$ cat config.mk
export PLATFORM = sky130hd
export DESIGN_NAME = audio_port
export DESIGN_NICKNAME = d
export VERILOG_FILES = /design/src/rtl/audio_port_pkg.sv /design/src/rtl/ratio_unit.sv /design/src/rtl/audio_port.sv
export SDC_FILE = /design/constraint.sdc
export NUM_CORES = 1
export LEC_CHECK = 0
export CORE_MARGIN = 4
export CORE_UTILIZATION = 50
export DETAILED_ROUTE_END_ITERATION = 8
export DONT_BUFFER_PORTS = 1
export SYNTH_ARGS = -nofsm -noshare
export SYNTH_HDL_FRONTEND = slang
export SYNTH_SLANG_ARGS = --single-unit
$ cat constraint.sdc
create_clock -name clk_i -period 3 [get_ports clk_i]
set_clock_uncertainty 0.05 [all_clocks]
set_input_delay 0.3 -clock clk_i [delete_from_list [all_inputs] [get_ports clk_i]]
set_output_delay 0.3 -clock clk_i [all_outputs]
set_load 0.02 [all_outputs]
$ cat src/rtl/audio_port_pkg.sv
// Shared types, constants and helpers for the serial audio output port
package audio_port_pkg;

  // ******************************************************************
  // Modes, formats and pin groups
  // ******************************************************************
  typedef enum logic [1:0] {RATIO_256, RATIO_384, RATIO_512} ratio_t;
  typedef enum logic [1:0] {FMT_LJ20, FMT_I2S20, FMT_RJ16, FMT_RJ20} format_t;

  localparam logic [1:0] IFACE_SLAVE = 2'h0;
  localparam logic [1:0] IFACE_M512 = 2'h1;
  localparam logic [1:0] IFACE_M384 = 2'h2;
  localparam logic [1:0] IFACE_M256 = 2'h3;

  typedef struct packed {
    logic bit_clock;
    logic lr;
    logic fv;
  } serial_pins_t;

  // ******************************************************************
  // Counts and reset values
  // ******************************************************************
  localparam int CLK_PERIOD_NS = 10;
  localparam int RESET_HOLD_CYCLES = 1024;
  localparam logic [10:0] HOLD_LAST = 11'(RESET_HOLD_CYCLES - 1);
  localparam int VALID_FRAMES_DEFAULT = 18436;
  localparam logic [9:0] FILTER_RATE = 10'h100;
  localparam logic [9:0] RATIO_THR_384 = 10'h140;
  localparam logic [9:0] RATIO_THR_512 = 10'h1C0;
  localparam logic [4:0] WORD_MSB = 5'h13;

  // ******************************************************************
  // Register map
  // ******************************************************************
  localparam logic [7:0] REG_CTRL = 8'h00;
  localparam logic [7:0] REG_STATUS = 8'h04;
  localparam logic [7:0] REG_LEFT = 8'h08;
  localparam logic [7:0] REG_RIGHT = 8'h0C;
  localparam int CTRL_MUTE_BIT = 0;
  localparam int CTRL_SOFT_RST_BIT = 1;
  localparam logic [1:0] CTRL_RESET = 2'h0;

  // ******************************************************************
  // Helpers
  // ******************************************************************
  function automatic logic [9:0] cycles_per_frame(input ratio_t r);
    case (r)
      RATIO_384: cycles_per_frame = 10'h180;
      RATIO_512: cycles_per_frame = 10'h200;
      default: cycles_per_frame = 10'h100;
    endcase
  endfunction

  // Last divider count of one bit clock period (4, 6 or 8 cycles)
  function automatic logic [2:0] bit_div_last(input ratio_t r);
    case (r)
      RATIO_384: bit_div_last = 3'h5;
      RATIO_512: bit_div_last = 3'h7;
      default: bit_div_last = 3'h3;
    endcase
  endfunction

  function automatic logic [2:0] bit_div_half(input ratio_t r);
    case (r)
      RATIO_384: bit_div_half = 3'h2;
      RATIO_512: bit_div_half = 3'h3;
      default: bit_div_half = 3'h1;
    endcase
  endfunction

  // Slots of a 32-bit half frame that carry data bits
  function automatic logic slot_active(input format_t f,
                                       input logic [4:0] s);
    case (f)
      FMT_LJ20: slot_active = (s <= 5'h13);
      FMT_I2S20: slot_active = (s >= 5'h01) && (s <= 5'h14);
      FMT_RJ16: slot_active = (s >= 5'h10);
      default: slot_active = (s >= 5'h0C);
    endcase
  endfunction

endpackage

$ cat src/rtl/ratio_unit.sv
// Clock ratio detection and the 256 fs filter rate divider
`timescale 1ns/10ps
module ratio_unit
  import audio_port_pkg::*;
(
  input wire logic clk_i, // System clock
  input wire logic halt_i, // Holds the unit idle
  input wire logic master_i, // Master operation
  input wire ratio_t mode_ratio_i, // Ratio chosen by the mode pins
  input wire logic lr_rise_i, // Channel clock rising edge
  output ratio_t ratio_o, // Ratio in use
  output logic filter_tick_o // One pulse per 256 fs period
);

  // ******************************************************************
  // Ratio detection
  // ******************************************************************
  logic [9:0] span_q;
  ratio_t det_q;
  logic [9:0] acc_q;
  logic [10:0] acc_sum;

  // Period is measured in system clocks between channel clock rises
  always_ff @(posedge clk_i) begin
    if (halt_i) begin
      span_q <= 10'h000;
      det_q <= RATIO_256;
    end else if (lr_rise_i) begin
      span_q <= 10'h000;
      if (span_q < RATIO_THR_384) begin
        det_q <= RATIO_256;
      end else if (span_q < RATIO_THR_512) begin
        det_q <= RATIO_384;
      end else begin
        det_q <= RATIO_512;
      end
    end else if (span_q != 10'h3FF) begin
      span_q <= span_q + 10'h001;
    end
  end

  always_ff @(posedge clk_i) begin
    if (halt_i) begin
      ratio_o <= RATIO_256;
    end else begin
      ratio_o <= master_i ? mode_ratio_i : det_q;
    end
  end

  // ******************************************************************
  // Filter rate divider
  // ******************************************************************
  // Phase accumulator gives 256 ticks per frame for any ratio
  assign acc_sum = {1'b0, acc_q} + {1'b0, FILTER_RATE};

  always_ff @(posedge clk_i) begin
    if (halt_i) begin
      acc_q <= 10'h000;
      filter_tick_o <= 1'b0;
    end else if (acc_sum >= {1'b0, cycles_per_frame(ratio_o)}) begin
      acc_q <= 10'(acc_sum - {1'b0, cycles_per_frame(ratio_o)});
      filter_tick_o <= 1'b1;
    end else begin
      acc_q <= acc_sum[9:0];
      filter_tick_o <= 1'b0;
    end
  end

endmodule

$ cat src/rtl/audio_port.sv
// Reset sequencing, serial audio output port and APB register slave
//
// What this block does
// - Ratio of system clock detected automatically in slave mode
// - Slave mode divides clock down to 256 fs
// - Low reset pin starts the reset sequence
// - Data zero in reset and 1024 cycles after
// - Valid data 18436 frames after reset ends
// - Logic and filter halted during reset
// - Mode pins pick slave or master ratio
// - Master drives bit, channel, frame clocks
// - Frame valid spans first to last bit
// - Frame valid twice channel rate, length duty
// - Master gives 64 bit clocks per frame
// - Slave frames hold 64, 48 or 32 bits
// - Slave shifts only while frame valid high
// - Format pins pick one of four formats
// - Data changes after bit clock falling edges
//
// Register access over APB and the register addresses were left to the implementer.
`timescale 1ns/10ps
module audio_port
  import audio_port_pkg::*;
#(
  parameter int VALID_FRAMES = VALID_FRAMES_DEFAULT
) (
  input wire logic clk_i, // System clock, 100 MHz
  input wire logic sys_rst_i, // Synchronous reset, active high
  input wire logic reset_n_in_i, // External reset pin, active low
  input wire logic iface_sel_hi_i, // Interface mode pin, high bit
  input wire logic iface_sel_lo_i, // Interface mode pin, low bit
  input wire logic format_sel_hi_i, // Format pin, high bit
  input wire logic format_sel_lo_i, // Format pin, low bit
  input wire serial_pins_t pins_i, // Bit, channel, frame pins in
  output serial_pins_t pins_o, // Bit, channel, frame pins out
  output serial_pins_t pins_oe_o, // Output enables, high drives
  output logic data_out_o, // Serial data out
  input wire logic sample_valid_i, // New sample pair strobe
  input wire logic [19:0] sample_left_i, // Left sample
  input wire logic [19:0] sample_right_i, // Right sample
  output logic filter_tick_o, // 256 fs filter rate pulse
  output logic filter_run_o, // Filter and modulator enable
  input wire logic psel_i, // APB select
  input wire logic penable_i, // APB enable
  input wire logic pwrite_i, // APB write
  input wire logic [7:0] paddr_i, // APB byte address
  input wire logic [31:0] pwdata_i, // APB write data
  output logic [31:0] prdata_o, // APB read data
  output logic pready_o, // APB ready
  output logic pslverr_o // APB error, unmapped address
);

  typedef enum {ST_RESET, ST_WAKE, ST_SETTLE, ST_RUN} state_t;

  // ******************************************************************
  // Pin synchronisers
  // ******************************************************************
  logic [4:0] pin_s1_q;
  logic [4:0] pin_s2_q;
  serial_pins_t ser_s1_q;
  serial_pins_t ser_s2_q;

  always_ff @(posedge clk_i) begin
    pin_s1_q <= {reset_n_in_i, iface_sel_hi_i, iface_sel_lo_i,
                 format_sel_hi_i, format_sel_lo_i};
    pin_s2_q <= pin_s1_q;
    ser_s1_q <= pins_i;
    ser_s2_q <= ser_s1_q;
  end

  // ******************************************************************
  // Reset sequencer
  // ******************************************************************
  state_t state_q;
  logic [10:0] hold_cnt_q;
  logic [15:0] frame_cnt_q;
  logic master_q;
  ratio_t mode_ratio_q;
  format_t format_q;
  logic [1:0] ctrl_q;
  logic hold_req;
  logic core_on;
  logic lr_rise;

  // The pin relies on the clock already running when it rises
  assign hold_req = ~pin_s2_q[4] | ctrl_q[CTRL_SOFT_RST_BIT];
  assign core_on = (state_q == ST_SETTLE) || (state_q == ST_RUN);

  always_ff @(posedge clk_i) begin
    if (sys_rst_i) begin
      state_q <= ST_RESET;
      hold_cnt_q <= 11'h000;
      frame_cnt_q <= 16'h0000;
    end else if (hold_req) begin
      state_q <= ST_RESET;
      hold_cnt_q <= 11'h000;
      frame_cnt_q <= 16'h0000;
    end else begin
      case (state_q)
        ST_RESET: begin
          state_q <= ST_WAKE;
        end
        ST_WAKE: begin
          if (hold_cnt_q == HOLD_LAST) begin
            state_q <= ST_SETTLE;
          end else begin
            hold_cnt_q <= hold_cnt_q + 11'h001;
          end
        end
        ST_SETTLE: begin
          if (frame_cnt_q == 16'(VALID_FRAMES)) begin
            state_q <= ST_RUN;
          end else if (lr_rise) begin
            frame_cnt_q <= frame_cnt_q + 16'h0001;
          end
        end
        ST_RUN: begin
          state_q <= ST_RUN;
        end
        default: begin
          state_q <= ST_RESET;
        end
      endcase
    end
  end

  // Straps are caught once, on the way out of reset
  always_ff @(posedge clk_i) begin
    if (sys_rst_i) begin
      master_q <= 1'b0;
      mode_ratio_q <= RATIO_256;
      format_q <= FMT_LJ20;
    end else if (state_q == ST_RESET && !hold_req) begin
      master_q <= (pin_s2_q[3:2] != IFACE_SLAVE);
      case (pin_s2_q[3:2])
        IFACE_M512: mode_ratio_q <= RATIO_512;
        IFACE_M384: mode_ratio_q <= RATIO_384;
        default: mode_ratio_q <= RATIO_256;
      endcase
      format_q <= format_t'(pin_s2_q[1:0]);
    end
  end

  always_ff @(posedge clk_i) begin
    if (sys_rst_i) begin
      filter_run_o <= 1'b0;
      pins_oe_o <= '0;
    end else begin
      filter_run_o <= core_on;
      pins_oe_o <= {3{master_q}};
    end
  end

  // ******************************************************************
  // Ratio unit
  // ******************************************************************
  ratio_t ratio;

  ratio_unit u_ratio (
    .clk_i(clk_i),
    .halt_i(sys_rst_i | ~core_on),
    .master_i(master_q),
    .mode_ratio_i(mode_ratio_q),
    .lr_rise_i(lr_rise),
    .ratio_o(ratio),
    .filter_tick_o(filter_tick_o)
  );

  // ******************************************************************
  // Master clock generator
  // ******************************************************************
  logic [2:0] div_q;
  logic [5:0] bitn_q;
  logic [5:0] bitn_nx;

  assign bitn_nx = bitn_q + 6'h01;

  // Outputs stay low while halted so the bus sees a quiet link
  always_ff @(posedge clk_i) begin
    if (sys_rst_i || !core_on || !master_q) begin
      div_q <= 3'h0;
      // Parked one before slot 0 so the first frame after wake is whole
      bitn_q <= '1;
      pins_o <= '0;
    end else if (div_q == bit_div_last(ratio)) begin
      div_q <= 3'h0;
      bitn_q <= bitn_nx;
      pins_o.bit_clock <= 1'b0;
      pins_o.lr <= (format_q == FMT_I2S20) ? bitn_nx[5] : ~bitn_nx[5];
      pins_o.fv <= slot_active(format_q, bitn_nx[4:0]);
    end else begin
      div_q <= div_q + 3'h1;
      if (div_q == bit_div_half(ratio)) begin
        pins_o.bit_clock <= 1'b1;
      end
    end
  end

  // ******************************************************************
  // Serializer
  // ******************************************************************
  serial_pins_t sel;
  serial_pins_t prev_q;
  logic [19:0] left_q;
  logic [19:0] right_q;
  logic [19:0] word_q;
  logic [4:0] ptr_q;
  logic lr_edge;
  logic left_phase;
  logic [19:0] word_nx;
  logic [4:0] ptr_nx;
  logic bck_rise;
  logic bck_fall;

  // Slave frames of 64, 48 or 32 bits all work: timing is edge driven
  assign sel = master_q ? pins_o : ser_s2_q;
  assign lr_edge = core_on && (sel.lr != prev_q.lr);
  assign lr_rise = lr_edge && sel.lr;
  assign bck_rise = sel.bit_clock && !prev_q.bit_clock;
  assign bck_fall = !sel.bit_clock && prev_q.bit_clock;
  assign left_phase = (format_q == FMT_I2S20) ? ~sel.lr : sel.lr;
  assign word_nx = lr_edge ? (left_phase ? left_q : right_q) : word_q;
  assign ptr_nx = lr_edge ? 5'h00 : ptr_q;

  always_ff @(posedge clk_i) begin
    if (sys_rst_i) begin
      prev_q <= '0;
    end else begin
      prev_q <= sel;
    end
  end

  // A 16-bit word is kept MSB aligned so one bit pointer serves all
  always_ff @(posedge clk_i) begin
    if (sys_rst_i || !core_on) begin
      left_q <= 20'h00000;
      right_q <= 20'h00000;
    end else if (sample_valid_i) begin
      if (format_q == FMT_RJ16) begin
        left_q <= {sample_left_i[19:4], 4'h0};
        right_q <= {sample_right_i[19:4], 4'h0};
      end else begin
        left_q <= sample_left_i;
        right_q <= sample_right_i;
      end
    end
  end

  always_ff @(posedge clk_i) begin
    if (sys_rst_i || !core_on) begin
      word_q <= 20'h00000;
      ptr_q <= 5'h00;
    end else begin
      word_q <= word_nx;
      if (lr_edge) begin
        ptr_q <= 5'h00;
      end else if (bck_rise && sel.fv && ptr_q != WORD_MSB) begin
        ptr_q <= ptr_q + 5'h01;
      end
    end
  end

  always_ff @(posedge clk_i) begin
    if (sys_rst_i || state_q != ST_RUN) begin
      data_out_o <= 1'b0;
    end else if (bck_fall || lr_edge) begin
      data_out_o <= sel.fv && !ctrl_q[CTRL_MUTE_BIT] &&
                    word_nx[WORD_MSB - ptr_nx];
    end
  end

  // ******************************************************************
  // APB slave
  // ******************************************************************
  logic [31:0] rd_mux;
  logic mapped;

  always_comb begin
    rd_mux = 32'h00000000;
    mapped = 1'b1;
    case (paddr_i)
      REG_CTRL: rd_mux = {30'h00000000, ctrl_q};
      REG_STATUS: rd_mux = {24'h000000, state_q == ST_RUN, format_q,
                            master_q, ratio, 2'(state_q)};
      REG_LEFT: rd_mux = {12'h000, left_q};
      REG_RIGHT: rd_mux = {12'h000, right_q};
      default: mapped = 1'b0;
    endcase
  end

  // Zero wait states: ready rises in the first access cycle
  always_ff @(posedge clk_i) begin
    if (sys_rst_i) begin
      pready_o <= 1'b0;
      pslverr_o <= 1'b0;
      prdata_o <= 32'h00000000;
    end else begin
      pready_o <= psel_i && !penable_i;
      if (psel_i && !penable_i) begin
        pslverr_o <= !mapped;
        prdata_o <= pwrite_i ? 32'h00000000 : rd_mux;
      end
    end
  end

  always_ff @(posedge clk_i) begin
    if (sys_rst_i) begin
      ctrl_q <= CTRL_RESET;
    end else if (psel_i && penable_i && pready_o && pwrite_i &&
                 paddr_i == REG_CTRL) begin
      ctrl_q <= pwdata_i[1:0];
    end
  end

endmodule

* Yosys cells after proc, flatten, opt, wreduce, memory -nomap -nowiden
Cells that the tools add are included.
Storage, ports and cells: flip-flop bits (word level) 223, bits in latches 0, memory bits (writable) 0, bits in read-only memories 0, bits of input ports 94, output and inout port bits 43, logic and storage cells 160, memories kept 0
Operators by class: add/subtract/negate cells 9, $mul 0, divide/modulo/power cells 0, magnitude comparators 9, eq/ne operators 24, shift-type cells 0, multiplexer cells 32, bitwise logic cells 8, reduce and logical (&&, ||, !) cells 41
Operators by type and width (count):
- $pmux W32 S4 | 1
- $mux W32 | 3
- $pmux W20 S4 | 1
- $eq A32 B2 Y1 const B | 2
- $eq A32 B3 Y1 const B | 2
- $logic_not A32 Y1 | 2
- $mux W10 | 4
- $mux W20 | 2
- $eq A32 B1 Y1 const B | 1
- $ne A32 B3 Y1 const B | 1
- $lt A10 B9 Y1 const B | 2
- $pmux W10 S2 | 1
- $add A16 B1 Y16 const B | 1
- $eq A16 B15 Y1 const B | 1
- $eq A8 B4 Y1 const B | 2
- $logic_and A1 B1 Y1 | 15
- $mux W3 | 4
- $add A10 B9 Y11 const B | 1
- $add A11 B1 Y11 const B | 1
- $eq A11 B10 Y1 const B | 1
- $ge A11 B10 Y1 | 1
- $add A10 B1 Y10 const B | 1
- $le A5 B5 Y1 const B | 2
- $ne A10 B10 Y1 const B | 1
- 35 further kinds | 70

* Longest topological paths before layout
Gate-level depths: netlist (run 1).
depth in word-level cells 10, depth in mapped cells 13, depth with buffers taken out 9

* Cells and area by module
From an unflattened synthesis (run 1), not the netlist that was laid out.
Unflattened totals: cells, all modules 825, area total of the unflattened synthesis 7762.4 um2
Modules (own cells, without submodules):
- audio_port | instances 1, cells an instance 730, area each 6845.3 um2, sequential area each 3123.0 um2
- ratio_unit | instances 1, cells an instance 95, area each 917.1 um2, sequential area each 360.3 um2

* Worst setup path after synthesis (run 1)
Ideal clock, no wire load.
kind flip-flop to flip-flop, from reg master_q, to reg data_out_o, library setup time 0.124 ns, arrival 2.552 ns, data required time 2.826 ns, path slack 0.273 ns, stages on the path, launching flop included 14, buffers on the path 4, period minus slack after synthesis 2.727 ns, cells stage by stage dfxtp_1 buf_6 mux2i_2 buf_6 mux2i_1 buf_4 nand2_1 ha_1 clkbuf_1 mux4_2 mux2i_1 nand3_1 o311ai_1 a2bb2oi_1
Between the ends: cells in the longest elaborated chain, start to end 8, elaborated cells between the ends (all ways) 16, those cells by class add/sub (1); eq/ne (1); mux (7); bitwise (1); reduce/logical (6)
Ends and longest elaborated chain:
- start, declared | RTL line audio_port.sv:77 | logic master_q;
- start signal, assigned | RTL line audio_port.sv:134 | master_q <= (pin_s2_q[3:2] != IFACE_SLAVE);
- $mux W3 (*) | RTL line audio_port.sv:216 | assign sel = master_q ? pins_o : ser_s2_q;
- $ne A1 B1 Y1 or $not A1 Y1 (tied branches) | RTL line audio_port.sv:217, audio_port.sv:221
- $logic_and A1 B1 Y1 or $mux W1 (tied branches) | RTL line audio_port.sv:217, audio_port.sv:221
- $mux W5 or $mux W20 (tied branches) | RTL line audio_port.sv:223, audio_port.sv:222
- $sub A5 B5 Y5 or $mux W20 (tied branches) | RTL line audio_port.sv:268, audio_port.sv:222
- $bmux W1 S5 | RTL line audio_port.sv:268 | word_nx[WORD_MSB - ptr_nx];
- $mux W1 (implied by the code) | RTL line audio_port.sv:268
- $logic_and A1 B1 Y1 | RTL line audio_port.sv:267 | data_out_o <= sel.fv && !ctrl_q[CTRL_MUTE_BIT] &&
- end signal, assigned | RTL line audio_port.sv:267
- end, declared | RTL line audio_port.sv:37 | output logic data_out_o,
Every way passes the cells marked *; elsewhere a longest branch is shown, timed or not. The select of a mux whose other input is x is not followed. A chain may end at the register's enable or synchronous reset.

* Final worst setup path (run 1)
from reg pins_o[1] in the netlist's numbering, to reg data_out_o
Between the ends: cells in the longest elaborated chain, start to end 8, elaborated cells between the ends (all ways) 13, those cells by class add/sub (1); eq/ne (1); mux (7); bitwise (1); reduce/logical (3)
Ends and longest elaborated chain:
- start, declared | RTL line audio_port.sv:35 | output serial_pins_t pins_o,
- $mux W3 (*) | RTL line audio_port.sv:216
- $ne A1 B1 Y1 or $not A1 Y1 (tied branches) | RTL line audio_port.sv:217, audio_port.sv:221
- $logic_and A1 B1 Y1 or $mux W1 (tied branches) | RTL line audio_port.sv:217, audio_port.sv:221
- $mux W5 or $mux W20 (tied branches) | RTL line audio_port.sv:223, audio_port.sv:222
- $sub A5 B5 Y5 or $mux W20 (tied branches) | RTL line audio_port.sv:268, audio_port.sv:222
- $bmux W1 S5 | RTL line audio_port.sv:268
- $mux W1 (implied by the code) | RTL line audio_port.sv:268
- $logic_and A1 B1 Y1 | RTL line audio_port.sv:267
Marked as above.

==> results.yml, run 1 <==
run_status:
  status: "completed"
worst_hold_path:
  hold_class: "in2reg"
worst_setup_path:
  max_stage_delay_ps: 460
  cp_data_arrival_time_ps: 2850
  critPathLaunchType: "register"
  setup.worst_path.class: "reg2reg"
  cp_common_cell: "mux2i_1"
  worstPathRequired_ps: 3260
  cpMaxStageDelayCell: "ha_1"
  end_kind: "register"
  crit_path_cell_trace: "mux2i_2 > mux2i_1 > nand2_1 > ha_1 > mux4_2 > mux2i_1 > nand3_1 > o311ai_1 > a2bb2oi_1"
  cp_max_fo: 8
power_and_ir_drop:
  p_sw_share_pct: 21.8
  power_frac_comb_pct: 5.2
  p_leak_uw: 0.00345
  intPower_uw: 3830
  finalPower_uw: 4900
  clkPwrFrac_pct: 46.9
  vdd_ir_drop_max_uv: 484
  p_sw_uw: 1070
  seq_power_share_pct: 47.9
  power.density_mw_per_mm2: 528
grt:
  antenna_found_initial: 0
  grt_max_degree: 67
  grt_remaining_overflow: 0
  met1_usage_pct: 26.7
  first_global_vias: 6000
  grt_use_met2_pct: 34.8
  use_met3_pct: 5.36
  top_usage_layer: "met2"
  grt_first_pass_wirelength_um: 30300
  grt_use_total_pct: 21.0
die:
  start_util_pct: 51.1
  coreArea_mm2: 0.0153
  dieArea_mm2: 0.0177
  die_h_um: 133
  die_w_um: 133
  rows: 45
  io_pins: 137
yosys:
  ys_warn_count: 0
  ys_top_cells_by_count: "174 x dfxtp_1, 140 x nor2_1, 66 x mux2i_1, 38 x nand2_1"
  yosysTopAreaCell: "dfxtp_1"
  synth_ff_type: "dfxtp_1"
  synth_edf_count: 0
  syn-cell-area_mm2: 0.00780
  synth_cell_type_count: 63
  synth_most_common_cell: "dfxtp_1"
  yosysSeqAreaShare_pct: 44.6
  syn_inst: 824
  synth-async-reset-ratio_pct: 0
  ys_ff_latch: 174
  avgSynthCellArea_um2: 9.47
  synth_top_area_share_pct: 44.6
  synth.area.top_cells: "dfxtp_1 45%, mux2i_1 8.5%, nor2_1 6.7%"
timing:
  finalSetupViolCount: 0
  relSlewSlack_pct: 33.9
  min_period_over_period_pct: 86.3
  setup_tns_ps: 0
  fmax_mhz: 386
  min_period_ps: 2590
  rsz0062_at_grt: "no"
  drv_slew: 0
  hold_violations: 0
  worst_slew_pin_slew_ps: 991
placed_design:
  hpwl_um: 12100
  io_buffers: 0
  gp_congestion: 0.806
route:
  first_pass_iters: 4
  drc: 0
  vias: 6062
  wl_per_cell_um: 16.5
  vias_per_cell: 5.48
  drtIter0Drc: 297
  drtAntennaViolNets: 0
  drt-total-wl_um: 18200
final_layout:
  area_delta_synth_final_pct: 19.1
  drive_above_1_share_pct: 8.38
  diodes: 0
  finalNetCount: 995
clocking:
  htreeDepth: 4
  clkTransAtPathRegs_ps: 70
  clockBufferDepth: 2
  root_buffer: "clkbuf_16"
  cts_tree: "done"
  cts.sinks: 174
  clkLatencyLatePin_ps: 430
  cts_buffers: 17
flow_run:
  maxCapViolations: 0
## stage by stage
step / cells / setup WS (ps) / util [%] / cell area, um2 / hold WS (ps)
5_1_grt: 1106 / 196 / 60.9 / 9290 / 18.4
3_3_place_gp: 994 / 492 / 51.5 / 7860 / 260
2_1_floorplan: 835 / 273 / - / 7850 / 260
4_1_cts: 1106 / 379 / 60.9 / 9290 / 3.95
3_5_place_dp: 994 / 400 / 51.5 / 7860 / 262
6_report: 1106 / 411 / 60.9 / 9290 / 23.3
## path summary, 6_finish.rpt
check | startpoint | end | slack (ps) | depth (start not counted)
worst max-delay path | pins_o[1] | data_out_o | 410 | 9
worst min-delay path | pwrite_i | prdata_o[1] | 20 | 3
worst max register to register | pins_o[1] | data_out_o | 410 | 9
worst min register to register | pin_s1_q[1] | pin_s2_q[1] | 280 | 0
## area by class of cell
cell class,count,area (um2)
multi-input cells,586,4000
fillers,1295,5970
clock inverters,11,155
flip-flops and latches,174,3480
well taps,211,264
inverters,15,56.3
clock buffers,20,457
repair buffers,89,881
## registers in the layout, summed over array words and instances, names as in the netlist, 5 cells and up
name            cells
left_q             20
frame_cnt_q        16
pin_s1_q            5
u_ratio.span_q     10
pin_s2_q            5
right_q            20
prdata_o           20
ptr_q               5
bitn_q              6
word_q             20
hold_cnt_q         11
## critical path, delay by kind of cell, from the launching register on
kind,cells,cell delay (ps)
multiplexers,4,1130
AND/OR/NAND/NOR,2,190
adder cells (fa/ha/maj),1,460
AO/OA/AOI/OAI,2,230
flip-flops,1,400
## placed cells by master, fill, tap and decap left out, types with 9 or more instances in the layout
cell           synthesis  routed
dlygate4sd3_1          0      80
a21oi_1               30      30
ha_1                  16      16
clkbuf_16              0      17
a22oi_1               18      18
dfxtp_1              174     174
o21ai_0               16      16
xor2_1                19      19
nand2_1               38      38
a211oi_1              23      23
mux2i_1               66      66
inv_1                 14      14
xnor2_1               15      15
and3_1                15      15
mux2_2                20      20
o211ai_1               9       9
nor2b_1               16      16
nand3_1               19      19
conb_1                 1      12
nor3_1                10      10
nor2_1               140     140
## repair_timing
action | CTS | global route
setup buffers | 0 | 0
hold buffers | 81 | 0
gates resized for setup | 0 | 0
hold endpoints to repair | 80 | 0
setup endpoints to repair | 0 | 0
## metal layers
metal  share of wire, %  up-vias
met5                  0        -
met4                1.6        0
met3                4.5       16
met2                 49      114
met1                 45     2921
li1                   -     3011
## power groups by stage
stage / combinational (uW) / clock, uW / sequential, uW
finish: 255 / 2300 / 2350
global route: 274 / 2450 / 2350
CTS: 254 / 2340 / 2350
detailed placement: 159 / 0 / 2400
global placement: 157 / 0 / 2400
floorplan: 176 / 0 / 2390
## cells by family (layout without fill, tap and decap cells)
kind of cell | after synthesis | in the layout | synth area share, %
adders and majority gates | 18 | 18 | 3.08
DFF | 174 | 174 | 44.6
AOI/OAI and AO/OA | 127 | 127 | 11.1
buffers and inverters | 75 | 135 | 4.73
other | 1 | 12 | 0.0481
xor gates and xnor gates | 35 | 35 | 4.17
muxes | 93 | 93 | 13.3
and+or+nand+nor | 301 | 301 | 19.0
No activity file was read; power rests on OpenSTA's default activity.
==> inputs of run 2 (changes only) <==
--- a/config.mk
+++ b/config.mk
@@ -6,7 +6,8 @@
 export NUM_CORES = 1
 export LEC_CHECK = 0
 export CORE_MARGIN = 4
-export CORE_UTILIZATION = 50
+export CORE_UTILIZATION = 35
+export CTS_CLUSTER_DIAMETER = 40
 export DETAILED_ROUTE_END_ITERATION = 8
 export DONT_BUFFER_PORTS = 1
 export SYNTH_ARGS = -nofsm -noshare
==> run 2 against run 1 <==
Compared with the run above: wire length rose by 2.1%; die area rose by 40%; first-iteration DRC count rose by 9.1%; sequential cell count did not move; count of clock-buffer cells in the layout fell by 3; clock power rose by 2%; critical endpoint unchanged; critical path type unchanged; cell area rose by 1.6%; critical path depth did not move; via count fell by 1.2%; cell count rose by 6.9%.
==> results.yml, run 2 (same netlist as run 1, synthesis figures left out) <==
clocking:
  cts_tree: "done"
  htreeDepth: 4
  clkTransAtPathRegs_ps: 80
  post_cts_resized: 0
  clkLatencyLatePin_ps: 440
  root_buffer: "clkbuf_16"
  cts.sinks: 174
  postCtsSetupRepairBufs: 0
  clockBufferDepth: 2
  cts_buffers: 17
die:
  die_h_um: 157
  coreArea_mm2: 0.0219
  rows: 54
  start_util_pct: 35.6
  die_w_um: 157
  io_pins: 137
  dieArea_mm2: 0.0247
worst_setup_path:
  critPathLaunchType: "register"
  cp_max_fo: 8
  end_kind: "register"
  setup.worst_path.class: "reg2reg"
  cp_data_arrival_time_ps: 2800
  reg2reg_from: "pins_o[1]"
  worstPathRequired_ps: 3270
  startpoint: "pins_o[1]"
route:
  first_pass_iters: 5
  top_layer: "met4"
  wl_per_cell_um: 15.8
  wl_met3_um: 1150
  met2_length_um: 8560
  drt-total-wl_um: 18600
  drtIter0Drc: 324
  drtAntennaViolNets: 0
  wl_met1_um: 8670
  drc: 0
  vias_per_cell: 5.07
  vias: 5987
placed_design:
  io_buffers: 0
  gp_congestion: 0.820
  hpwl_um: 12200
timing:
  setup_tns_ps: 0
  rsz0062_at_grt: "no"
  worst_slew_pin_slew_ps: 907
  drv_slew: 0
  min_period_ps: 2530
  min_period_over_period_pct: 84.3
  hold_violations: 0
  finalSetupViolCount: 0
  relSlewSlack_pct: 39.0
  fmax_mhz: 395
worst_hold_path:
  hold_class: "in2reg"
  hold_start: "pwrite_i"
final_layout:
  finalNetCount: 1000
  fillers: 2125
  final_cell_mix: "174 x dfxtp_1, 140 x nor2_1, 82 x dlygate4sd3_1, 66 x mux2i_1, 38 x nand2_1"
  final_common_cell: "dfxtp_1"
  area_delta_synth_final_pct: 21.0
  drive_above_1_share_pct: 8.88
  post-route-util_pct: 43.1
power_and_ir_drop:
  power.density_mw_per_mm2: 524
  intPower_uw: 3700
  p_sw_share_pct: 25.3
  vdd_ir_drop_max_uv: 364
  p_sw_uw: 1250
  seq_power_share_pct: 47.4
  p_leak_uw: 0.00348
  clkPwrFrac_pct: 47.3
  power_frac_comb_pct: 5.3
grt:
  grt_remaining_overflow: 0
  first_global_vias: 5698
  grt_first_pass_wirelength_um: 30100
  antenna_found_initial: 1
  grt_max_degree: 67
  grt_use_total_pct: 15.2
flow_run:
  maxCapViolations: 0
run_status:
  status: "completed"
[run 2: through the flow]
step	setup WS (ps)	hold slack [ps]	total power (uW)	std cells	cell area, um2
after floorplan	273	260	2570	835	7850
after global placement	479	263	2560	1066	7970
after detailed placement	468	263	2560	1066	7970
after CTS	456	11.3	5000	1181	9440
after global routing	233	36.9	5130	1181	9440
final	472	31.6	4950	1182	9440
[run 2: power groups by stage]
stage               Combinational [uW]  Clock (uW)  Sequential [uW]
floorplan                          176           0             2390
global placement                   162           0             2400
detailed placement                 163           0             2400
CTS                                260        2400             2350
global route                       282        2500             2350
finish                             264        2340             2350
[run 2: layout make-up]
type / instances / area [um2] / share of cell area (%)
Tap cell: 280 / 350 / 3.71
Multi-Input combinational cell: 586 / 4000 / 42.3
Antenna cell: 1 / 2.50 / 0.0265
Timing Repair Buffer: 94 / 923 / 9.78
Sequential cell: 174 / 3480 / 36.9
Inverter: 15 / 56.3 / 0.596
Clock buffer: 17 / 425 / 4.50
Clock inverter: 15 / 208 / 2.20
[run 2: timing repair]
item / in CTS / in global routing
hold buffers: 83 / 0
setup endpoints to repair: 0 / 0
hold endpoints to repair: 80 / 0
[run 2: metal layers]
metal  vias to the layer above  GRT usage, %
met5                         -             0
met4                         0          4.88
met3                        17          5.06
met2                       139          23.2
met1                      2824          20.4
li1                       3007             -
[run 2: worst paths after layout]
path,endpoint,slack (ps),cells after the start
hold / removal,prdata_o[1],30,3
setup / recovery,data_out_o,470,9
setup reg to reg,data_out_o,470,9
hold reg to reg,pin_s2_q[2],280,0
[run 2: worst max-delay path, stage by stage (launching register included)]
cell and delay, ps:
dfxtp_1 420, mux2i_2 270, mux2i_1 350, nand2_1 100, ha_1 450, mux4_2 340, mux2i_1 150, nand3_1 90
o311ai_1 100, a2bb2oi_1 100
